==> src/scrmr_pkg.sv <==
package scrmr_pkg;

  // Scrambler setting selected by the control processor, per direction.
  typedef enum logic [2:0] {
    SEL_AUTO        = 3'h0,
    SEL_FIRST_STD   = 3'h1,
    SEL_SECOND_STD  = 3'h2,
    SEL_V35         = 3'h3,
    SEL_SAT         = 3'h4,
    SEL_ALT_V35     = 3'h5,
    SEL_ALT_SAT     = 3'h6,
    SEL_PC_SYNC     = 3'h7
  } scrmr_sel_e;

  // Scrambler actually applied by the data path.
  typedef enum logic [2:0] {
    USE_SAT_SELFSYNC = 3'h0,
    USE_V35_SELFSYNC = 3'h1,
    USE_FRAMING_SYNC = 3'h2,
    USE_RS_SYNC      = 3'h3,
    USE_PC_SYNC      = 3'h4
  } scrmr_use_e;

  // APB register map.
  localparam logic [7:0]  ADDR_TX_CFG  = 8'h00;
  localparam logic [7:0]  ADDR_RX_CFG  = 8'h04;
  localparam logic [7:0]  ADDR_STATUS  = 8'h08;

  // Configuration field layout, identical for both directions.
  localparam int          CFG_SEL_LSB  = 0;
  localparam int          CFG_PC_BIT   = 4;
  localparam int          CFG_FM_BIT   = 5;
  localparam int          CFG_RS_BIT   = 6;
  localparam int          CFG_FM_INST  = 8;
  localparam int          CFG_PC_INST  = 9;
  localparam logic [31:0] CFG_RESET    = 32'h0000_0000;

  // Status field layout, one byte per direction.
  localparam int          STAT_TX_LSB  = 0;
  localparam int          STAT_RX_LSB  = 8;
  localparam int          STAT_INV_BIT = 4;

endpackage : scrmr_pkg

==> src/scrmr_dir_if.sv <==
// Settings and result of one direction between the register file and a resolver.
interface scrmr_dir_if;
  import scrmr_pkg::*;

  scrmr_sel_e sel;
  logic       pc_en;
  logic       pc_inst;
  logic       fm_en;
  logic       fm_inst;
  logic       rs_en;
  scrmr_use_e use_sel;
  logic       invert;

  modport cfg (output sel, output pc_en, output pc_inst, output fm_en, output fm_inst, output rs_en,
               input use_sel, input invert);
  modport res (input sel, input pc_en, input pc_inst, input fm_en, input fm_inst, input rs_en,
               output use_sel, output invert);
endinterface : scrmr_dir_if

==> src/scrmr_dir_resolver.sv <==
module scrmr_dir_resolver
  import scrmr_pkg::*;
(
  // Clock and reset.
  input  wire logic MCLK,
  input  wire logic RST,
  // Direction settings and result.
  scrmr_dir_if.res  dir
);

  scrmr_use_e use_ff;
  scrmr_use_e nxt_use;
  logic       inv_ff;
  logic       nxt_inv;
  logic       pc_on;
  logic       fm_on;

  // Standard-mode resolution; the second mode differs only when RS stands alone.
  function automatic scrmr_use_e std_pick(input logic second, input logic fm, input logic rs);
    scrmr_use_e r;
    r = USE_SAT_SELFSYNC;
    if (fm) begin
      r = USE_FRAMING_SYNC;
    end else if (rs && !second) begin
      r = USE_RS_SYNC;
    end
    return r;
  endfunction

  always_comb begin
    pc_on   = dir.pc_en && dir.pc_inst;
    fm_on   = dir.fm_en && dir.fm_inst;
    nxt_inv = 1'b0;
    case (dir.sel)
      SEL_AUTO: begin
        if (!pc_on) begin
          nxt_use = std_pick(1'b0, fm_on, dir.rs_en);
        end else if (!fm_on) begin
          nxt_use = USE_PC_SYNC;
        end else begin
          nxt_use = std_pick(1'b0, fm_on, dir.rs_en);
        end
      end
      SEL_FIRST_STD:  nxt_use = std_pick(1'b0, fm_on, dir.rs_en);
      SEL_SECOND_STD: nxt_use = std_pick(1'b1, fm_on, dir.rs_en);
      SEL_V35:        nxt_use = USE_V35_SELFSYNC;
      SEL_SAT:        nxt_use = USE_SAT_SELFSYNC;
      SEL_ALT_V35: begin
        nxt_use = USE_V35_SELFSYNC;
        nxt_inv = 1'b1;
      end
      SEL_ALT_SAT: begin
        nxt_use = USE_SAT_SELFSYNC;
        nxt_inv = 1'b1;
      end
      SEL_PC_SYNC:    nxt_use = USE_PC_SYNC;
      default:        nxt_use = USE_SAT_SELFSYNC;
    endcase
  end

  // One register stage: any change shows on the following edge.
  always_ff @(posedge MCLK) begin
    if (RST) begin
      use_ff <= USE_SAT_SELFSYNC;
      inv_ff <= 1'b0;
    end else begin
      use_ff <= nxt_use;
      inv_ff <= nxt_inv;
    end
  end

  assign dir.use_sel = use_ff;
  assign dir.invert  = inv_ff;

endmodule : scrmr_dir_resolver

==> src/scrmr_top.sv <==
// What this block does
// - In automatic mode with the product-code FEC absent or off, the scrambler resolves to a standard mode.
// - In automatic mode with the product-code FEC on and the framing multiplexer off, the product-code sync scrambler is used.
// - In automatic mode with both product-code FEC and framing multiplexer on, the first standard mode is used.
// - Transmit and receive settings are held separately and resolved independently.
// - First standard mode with neither multiplexer nor RS uses the satellite self-synchronizing scrambler.
// - First standard mode with only the multiplexer uses the multiplexer synchronous scrambler.
// - First standard mode with only RS uses the RS synchronous scrambler.
// - First standard mode with multiplexer and RS uses the multiplexer synchronous scrambler.
// - Second standard mode matches the first except that RS alone uses the satellite self-synchronizing scrambler.
// - Fixed V.35 and fixed satellite modes always use their own self-synchronizing scrambler.
// - Alternate V.35 and alternate satellite modes use that scrambler and also invert the data.
// - Multiplexer and RS enables are independent and exist separately per direction.
//
// The register addresses and the APB interface to the registers are this design's own decisions.
module scrmr_top
  import scrmr_pkg::*;
(
  // Clock and reset.
  input  wire logic        MCLK,
  input  wire logic        RST,
  // APB slave.
  input  wire logic        PSEL,
  input  wire logic        PENABLE,
  input  wire logic        PWRITE,
  input  wire logic [7:0]  PADDR,
  input  wire logic [31:0] PWDATA,
  output logic      [31:0] PRDATA,
  output logic             PREADY,
  output logic             PSLVERR,
  // Resolved scrambler per direction.
  output scrmr_use_e       TX_SCRAMBLER,
  output logic             TX_INVERT,
  output scrmr_use_e       RX_DESCRAMBLER,
  output logic             RX_INVERT
);

  ////////////////////////////////////////////////////////////////////////////
  logic [31:0] tx_cfg_ff;
  logic [31:0] nxt_tx_cfg;
  logic [31:0] rx_cfg_ff;
  logic [31:0] nxt_rx_cfg;
  logic [31:0] prdata_ff;
  logic [31:0] nxt_prdata;
  logic        pready_ff;
  logic        nxt_pready;
  logic        pslverr_ff;
  logic        nxt_pslverr;
  logic        setup;
  logic        mapped;

  scrmr_dir_if tx_if ();
  scrmr_dir_if rx_if ();

  function automatic logic is_mapped(input logic [7:0] a);
    return (a == ADDR_TX_CFG) || (a == ADDR_RX_CFG) || (a == ADDR_STATUS);
  endfunction

  // Only the defined config bits are kept so reads show what steers the resolver.
  function automatic logic [31:0] cfg_mask(input logic [31:0] d);
    logic [31:0] m;
    m = 32'h0000_0000;
    m[CFG_SEL_LSB +: 3] = d[CFG_SEL_LSB +: 3];
    m[CFG_PC_BIT]  = d[CFG_PC_BIT];
    m[CFG_FM_BIT]  = d[CFG_FM_BIT];
    m[CFG_RS_BIT]  = d[CFG_RS_BIT];
    m[CFG_FM_INST] = d[CFG_FM_INST];
    m[CFG_PC_INST] = d[CFG_PC_INST];
    return m;
  endfunction

  ////////////////////////////////////////////////////////////////////////////
  // The slave answers in the first access cycle; pready drops again after it.
  always_comb begin
    setup       = PSEL && !PENABLE;
    mapped      = is_mapped(PADDR);
    nxt_tx_cfg  = tx_cfg_ff;
    nxt_rx_cfg  = rx_cfg_ff;
    nxt_prdata  = prdata_ff;
    nxt_pready  = 1'b0;
    nxt_pslverr = 1'b0;
    // Writes commit only at the access edge, so a setup that is abandoned changes nothing.
    if (PSEL && PENABLE && pready_ff && PWRITE) begin
      if (PADDR == ADDR_TX_CFG) begin
        nxt_tx_cfg = cfg_mask(PWDATA);
      end
      if (PADDR == ADDR_RX_CFG) begin
        nxt_rx_cfg = cfg_mask(PWDATA);
      end
    end
    if (setup) begin
      nxt_pready  = 1'b1;
      nxt_pslverr = !mapped;
      nxt_prdata  = 32'h0000_0000;
      if (!PWRITE) begin
        case (PADDR)
          ADDR_TX_CFG: nxt_prdata = tx_cfg_ff;
          ADDR_RX_CFG: nxt_prdata = rx_cfg_ff;
          ADDR_STATUS: begin
            nxt_prdata[STAT_TX_LSB +: 3]            = TX_SCRAMBLER;
            nxt_prdata[STAT_TX_LSB + STAT_INV_BIT]  = TX_INVERT;
            nxt_prdata[STAT_RX_LSB +: 3]            = RX_DESCRAMBLER;
            nxt_prdata[STAT_RX_LSB + STAT_INV_BIT]  = RX_INVERT;
          end
          default:     nxt_prdata = 32'h0000_0000;
        endcase
      end
    end
  end

  always_ff @(posedge MCLK) begin
    if (RST) begin
      tx_cfg_ff      <= CFG_RESET;
      rx_cfg_ff      <= CFG_RESET;
      prdata_ff      <= 32'h0000_0000;
      pready_ff      <= 1'b0;
      pslverr_ff     <= 1'b0;
    end else begin
      tx_cfg_ff      <= nxt_tx_cfg;
      rx_cfg_ff      <= nxt_rx_cfg;
      prdata_ff      <= nxt_prdata;
      pready_ff      <= nxt_pready;
      pslverr_ff     <= nxt_pslverr;
    end
  end

  ////////////////////////////////////////////////////////////////////////////
  // Each direction reads only its own register.
  always_comb begin
    tx_if.sel     = scrmr_sel_e'(tx_cfg_ff[CFG_SEL_LSB +: 3]);
    tx_if.pc_en   = tx_cfg_ff[CFG_PC_BIT];
    tx_if.pc_inst = tx_cfg_ff[CFG_PC_INST];
    tx_if.fm_en   = tx_cfg_ff[CFG_FM_BIT];
    tx_if.fm_inst = tx_cfg_ff[CFG_FM_INST];
    tx_if.rs_en   = tx_cfg_ff[CFG_RS_BIT];
    rx_if.sel     = scrmr_sel_e'(rx_cfg_ff[CFG_SEL_LSB +: 3]);
    rx_if.pc_en   = rx_cfg_ff[CFG_PC_BIT];
    rx_if.pc_inst = rx_cfg_ff[CFG_PC_INST];
    rx_if.fm_en   = rx_cfg_ff[CFG_FM_BIT];
    rx_if.fm_inst = rx_cfg_ff[CFG_FM_INST];
    rx_if.rs_en   = rx_cfg_ff[CFG_RS_BIT];
  end

  scrmr_dir_resolver u_tx (
    .MCLK (MCLK),
    .RST  (RST),
    .dir  (tx_if.res)
  );

  scrmr_dir_resolver u_rx (
    .MCLK (MCLK),
    .RST  (RST),
    .dir  (rx_if.res)
  );

  assign TX_SCRAMBLER   = tx_if.use_sel;
  assign TX_INVERT      = tx_if.invert;
  assign RX_DESCRAMBLER = rx_if.use_sel;
  assign RX_INVERT      = rx_if.invert;
  assign PRDATA         = prdata_ff;
  assign PREADY         = pready_ff;
  assign PSLVERR        = pslverr_ff;

endmodule : scrmr_top

==> config.mk <==
export PLATFORM = sky130hd
export DESIGN_NAME = scrmr_top
export DESIGN_NICKNAME = d
export VERILOG_FILES = /design/src/scrmr_pkg.sv /design/src/scrmr_dir_if.sv /design/src/scrmr_dir_resolver.sv /design/src/scrmr_top.sv
export SDC_FILE = /design/constraint.sdc
export NUM_CORES = 1
export LEC_CHECK = 0
export ABC_AREA = 1
export CAP_MARGIN = 25
export CELL_PAD_IN_SITES_DETAIL_PLACEMENT = 0
export CELL_PAD_IN_SITES_GLOBAL_PLACEMENT = 2
export CORE_AREA = 2 2 79 81
export DETAILED_ROUTE_END_ITERATION = 12
export DIE_AREA = 0 0 81 83
export DONT_BUFFER_PORTS = 1
export GPL_TIMING_DRIVEN = 0
export MAX_ROUTING_LAYER = met4
export PLACE_DENSITY_LB_ADDON = 0.1
export SYNTH_ARGS = -nofsm -noshare
export SYNTH_HDL_FRONTEND = slang
export SYNTH_SLANG_ARGS = --single-unit
==> constraint.sdc <==
create_clock -name MCLK -period 1.5 [get_ports MCLK]
set_input_delay 0.3 -clock MCLK [delete_from_list [all_inputs] [get_ports MCLK]]
set_output_delay 0.3 -clock MCLK [all_outputs]
set_load 0.02 [all_outputs]
==> metrics.yaml, run 1 <==
fp.dieH_um: 83
crit_fanout: 5
avgSynthCellArea_um2: 7.65
ff2ff_setup_slack_ns: 0.15
async_flop_share_pct: 0
cts.path.max_buffers: 2
ys_types: 30
fillers: 649
layout.nets: 323
overflow: 0
hold_viol_final: 0
cts_root_buf: "clkbuf_8"
clk_pin_slew_worst_paths_ns: 0.07
drt_pass1_iterations: 4
cp_data_arrival_time_ns: 1.57
holdWs_ns: 0.174
synth_edf_count: 0
cts_tree: "yes"
cap_violations: 0
grt_pass1_vias: 1555
drive_gt1_share_pct: 24.1
antenna_found_initial: 0
p_leak_nw: 1.00
wirelength_um: 4580
drcViolationCount: 0
die-area_um2: 6720
peakVddDrop_mv: 0.416
rows: 28
syn_to_final_growth_pct: 15.0
cp_data_required_time_ns: 1.72
grtUsageTotal_pct: 14.9
drtIter0Drc: 62
place_hpwl_um: 3570
status: "finished clean"
num_vias: 1580
io_buffers: 0
setup-tns-final_ns: 0
ant_nets: 0
power.density_nw_per_um2: 859
finalCritPeriodShare_pct: 90.1
rr_worst_depth: 5
hold_start: "PWDATA[0]"
ys.flop_type: "dfxtp_1"
wl_per_cell_um: 13.0
finalSetupViolCount: 0
fmax_ghz: 0.740
min_path_type: "input port to flop"
grt_max_degree: 11
ys_ff_latch: 36
insertion_delay_ns: 0.28
rsz0062_at_grt: "no"
clock_skew_ns: 0.00531
whs_path_depth: 2
vias_per_cell: 4.48
coreArea_um2: 5820
r2r-end: "tx_cfg_ff[8]$_SDFFE_PP0P_"
worst_pin_slew_ns: 0.559
cts_hold_buf: 0
utilization_pct: 37.5
place.gp.congestion: 0.786
htree_levels: 2
grt_pass1_wl_um: 7470
drv_slew: 0
netlist_area_um2: 1900
cts_buffers: 5
synth-warning-count: 0
yosysSeqAreaShare_pct: 38.0
hold_end: "tx_cfg_ff[0]$_SDFFE_PP0P_"
start_util_pct: 32.6
diodes: 0
regToRegStartpoint: "PREADY$_SDFF_PP0_"
min_period_ns: 1.35
startpoint_type: "flop"
dieWidth_um: 81
cts.sinks: 36
slew_headroom_pct: 62.7
synthCells: 248
worstSetupPathType: "flop to flop"
cp-end-kind: "flop"
io_pins: 87
==> cells in the mapped netlist (10+ instances only) <==
library cell | number | area share (%)
a21oi_1 | 22 | 5.8
a21oi_2 | 10 | 4.6
buf_4 | 23 | 9.1
dfxtp_1 | 36 | 38
inv_1 | 23 | 4.5
nand2_1 | 41 | 8.1
nand3_1 | 25 | 6.6
nor2_1 | 13 | 2.6
o21ai_0 | 13 | 3.4
==> cells by family after synthesis <==
kind of cell / count (synthesis) / share of synthesized area, %
simple gates: 99 / 27.3
flops: 36 / 38.0
buf+inv: 58 / 16.9
compound gates: 54 / 17.6
other cells: 1 / 0.198
==> metal layers <==
metal,GRT usage (%),share of wire [%]
met5,-,0
met4,4.47,0.96
met3,3.59,5.3
met2,22.8,45
met1,19.3,48
==> worst max path at each step <==
stage                                 start                   endpoint  slack, ns
final                     PREADY$_SDFF_PP0_  tx_cfg_ff[8]$_SDFFE_PP0P_       0.15
after global routing      PREADY$_SDFF_PP0_  tx_cfg_ff[8]$_SDFFE_PP0P_       0.03
after CTS                 PREADY$_SDFF_PP0_  tx_cfg_ff[9]$_SDFFE_PP0P_       0.06
after detailed placement  PREADY$_SDFF_PP0_  tx_cfg_ff[9]$_SDFFE_PP0P_       0.08
after global placement    PREADY$_SDFF_PP0_  tx_cfg_ff[9]$_SDFFE_PP0P_       0.06
after floorplan           PREADY$_SDFF_PP0_  tx_cfg_ff[0]$_SDFFE_PP0P_       0.26
==> layout by cell type (no fill, tap or decap), drive strengths merged <==
| cell | instances |
|---|---|
| a21oi | 32 |
| a22oi | 1 |
| a31oi | 1 |
| buf | 29 |
| clkbuf | 11 |
| conb | 22 |
| dfxtp | 36 |
| inv | 27 |
| nand2 | 44 |
| nand3 | 25 |
| nand4 | 2 |
| nor2 | 21 |
| nor3 | 5 |
| nor4 | 1 |
| o211ai | 2 |
| o21ai | 17 |
| o31ai | 1 |
| or3b | 1 |
==> registers in the layout (all words and copies together) (netlist names) <==
signal,flops
u_tx.dir.use_sel,3
u_tx.dir.invert,1
rx_cfg_ff,8
u_rx.dir.use_sel,3
u_rx.dir.invert,1
tx_cfg_ff,8
PREADY,1
PSLVERR,1
PRDATA,10
==> cell type report <==
class / instances / area [um2] / share of cell area, %
clock buffers: 7 / 96.3 / 4.42
well taps: 75 / 93.8 / 4.30
plain buffers: 31 / 220 / 10.1
multi-input cells: 175 / 935 / 42.8
inverters: 27 / 101 / 4.64
repair buffers: 2 / 15.0 / 0.688
flip-flops and latches: 36 / 721 / 33.0
==> stage by stage <==
step                      instance area (um2)  setup slack, ns  instances  power, mW
after floorplan                          1980            0.264        269       1.14
after global placement                   2070           0.0553        344       1.16
after detailed placement                 2070           0.0849        344       1.16
after CTS                                2170           0.0615        351       1.90
after global routing                     2180           0.0284        353       1.97
final                                    2180            0.148        353       1.88
==> report_power, final <==
part           total [mW]  internal [mW]  switching, mW
logic               0.173         0.0587          0.115
registers           0.962          0.958        0.00425
clock network       0.740          0.409          0.331
==> worst max-delay path: stages (launching register included) <==
cell and delay [ns]:
dfxtp_1 0.49, nand4_4 0.20, nor3_4 0.21, buf_4 0.17
o21ai_0 0.09, a21oi_1 0.12
==> what timing repair did <==
| action | CTS | global route |
|---|---|---|
| buffers inserted | 0 | 2 |
| gates resized for setup | 0 | 0 |
| hold endpoints to repair | 0 | 0 |
| setup endpoints to repair | 0 | 2 |
No activity file was read; power rests on OpenSTA's default activity.
==> run 2, diff against run 1 <==
BUFFER_PORTS_ARGS = -buffer_cell sky130_fd_sc_hd__clkbuf_2   (was unset)
CORE_AREA = 2 2 92 94   (was 2 2 79 81)
DIE_AREA = 0 0 94 96   (was 0 0 81 83)
DONT_BUFFER_PORTS = unset   (was 1)
==> run 2 against run 1 <==
  * Cell count grew 19%
  * Die area up 34%
  * Combinational power up 21%
  * Setup slack improved by 0.067 ns
  * Critical path depth did not move
  * Design area is 10% higher
==> metrics.yaml, run 2 (synthesis results as in run 1) <==
syn_to_final_growth_pct: 26.4
cts_root_buf: "clkbuf_8"
startpoint_type: "flop"
cp_data_arrival_time_ns: 1.51  # -0.06 ns
finalCritPeriodShare_pct: 85.7  # -4.4 points
vias_per_cell: 3.92  # -12%
multi_input_area_um2: 935  # unchanged
overflow: 0  # unchanged
cp-end-kind: "flop"
fin_area_um2: 2400  # +10%
start_util_pct: 23.6  # -9.1 points
fmax_ghz: 0.778  # +5.2%
cts_tree: "yes"
wl_met1_um: 2440  # +10%
met3_length_um: 253  # +4.1%
fp.dieH_um: 96  # +16%
stdcell_count: 420  # +19%
place_hpwl_um: 3980  # +11%
grt_pass1_wl_um: 8050  # +7.9%
grtUsageTotal_pct: 12.0  # -2.9 points
worst_pin_slew_ns: 0.575  # +0.0162 ns
min_path_type: "input port to flop"
grt_max_degree: 11  # unchanged
wirelength_um: 4960  # +8.5%
insertion_delay_ns: 0.28  # about the same
clock_skew_ns: 0.00390  # -0.00141 ns
peakVddDrop_mv: 0.336  # -19%
regArea_um2: 721  # unchanged
diodes: 0  # unchanged
worstSetupPathType: "flop to flop"
min_period_ns: 1.29  # -0.0665 ns
io_pins: 87  # unchanged
ff2ff_setup_slack_ns: 0.21  # +0.07 ns
cts_hold_buf: 0  # unchanged
cts.sinks: 36  # unchanged
rsz0062_at_grt: "no"
htree_levels: 2  # unchanged
drcViolationCount: 0  # unchanged
clk_pin_slew_worst_paths_ns: 0.07  # about the same
antenna_found_initial: 0  # unchanged
final_cell_mix: "nand2_1, clkbuf_2, dfxtp_1"
grt_pass1_vias: 1608  # +3.4%
power.density_nw_per_um2: 800  # -7.0%
dieWidth_um: 94  # +16%
top_layer_used: "met4"
post_cts_resized: 0  # unchanged
hold_viol_final: 0  # unchanged
drv_slew: 0  # unchanged
layout_setup_ws_ns: 0.214  # +0.0665 ns
setup-tns-final_ns: 0  # unchanged
cap_violations: 0  # unchanged
place.gp.congestion: 0.703  # -10%
dpl.cell_count: 413  # +20%
rows: 33  # +18%
coreArea_um2: 8050  # +38%
fillers: 918  # +41%
dpl_worst_slack_ns: 0.0122  # -0.0727 ns
num_vias: 1646  # +4.2%
drt_pass1_iterations: 4  # unchanged
layout.nets: 360  # +11%
cts_setup_buffers: 0  # unchanged
finalSetupViolCount: 0  # unchanged
io_buffers: 39  # +39
holdWs_ns: 0.254  # +0.0800 ns
drive_gt1_share_pct: 33.0  # +8.9 points
cp_data_required_time_ns: 1.72  # about the same
p_leak_nw: 1.16  # +16%
ant_nets: 0  # unchanged
cts.path.max_buffers: 2  # unchanged
dpl_cell_area_um2: 2300  # +11%
dr_wl_met2_um: 2240  # +7.7%
crit_fanout: 10  # +5
final_common_cell: "nand2_1"
largest_register_ff_count: 10  # unchanged
cts_buffers: 5  # unchanged
wl_per_cell_um: 11.8  # -8.8%
drtIter0Drc: 55  # -11%
status: "finished clean"
slew_headroom_pct: 61.7  # -1.1 points
die-area_um2: 9020  # +34%
[run 2: worst paths after layout]
kind / startpoint / cells past startpoint / to
setup reg to reg: PREADY$_SDFF_PP0_ / 5 / tx_cfg_ff[0]$_SDFFE_PP0P_
hold reg to reg: PRDATA[6]$_SDFFE_PP0P_ / 2 / PRDATA[6]$_SDFFE_PP0P_
hold / removal: PWDATA[0] / 3 / tx_cfg_ff[0]$_SDFFE_PP0P_
setup / recovery: PREADY$_SDFF_PP0_ / 5 / tx_cfg_ff[0]$_SDFFE_PP0P_
[run 2: metrics by stage]
| stage | util [%] | power (mW) |
|---|---|---|
| after CTS | 29.8 | 1.95 |
| after floorplan | - | 1.14 |
| after global routing | 29.8 | 2.02 |
| final | 29.8 | 1.92 |
| after global placement | 28.6 | 1.19 |
| after detailed placement | 28.6 | 1.19 |
[run 2: critical path, cell delays in order, from the launching register on]
cell     delay, ns
dfxtp_1       0.38
nand4_4       0.18
nor3_4        0.30
buf_6         0.21
o21ai_2       0.06
a21oi_2       0.10
[run 2: area by class of cell]
| cell class | count | area share, % |
|---|---|---|
| Timing Repair Buffer | 39 | 8.13 |
| Multi-Input combinational cell | 175 | 38.9 |
| Buffer | 31 | 9.18 |
| Sequential cell | 36 | 30.0 |
| Clock buffer | 7 | 4.01 |
| Inverter | 27 | 4.22 |
| Tap cell | 105 | 5.47 |
[run 2: power by group]
group | internal (mW) | switching (mW) | total, mW
clock network | 0.409 | 0.341 | 0.751
logic | 0.0765 | 0.133 | 0.209
registers | 0.957 | 0.00138 | 0.959
[run 2: layer usage]
| layer | global-route usage [%] | vias up |
|---|---|---|
| li1 | - | 899 |
| met1 | 15.9 | 698 |
| met2 | 18.8 | 44 |
| met3 | 2.90 | 5 |
| met4 | 2.54 | 0 |
| met5 | - | - |
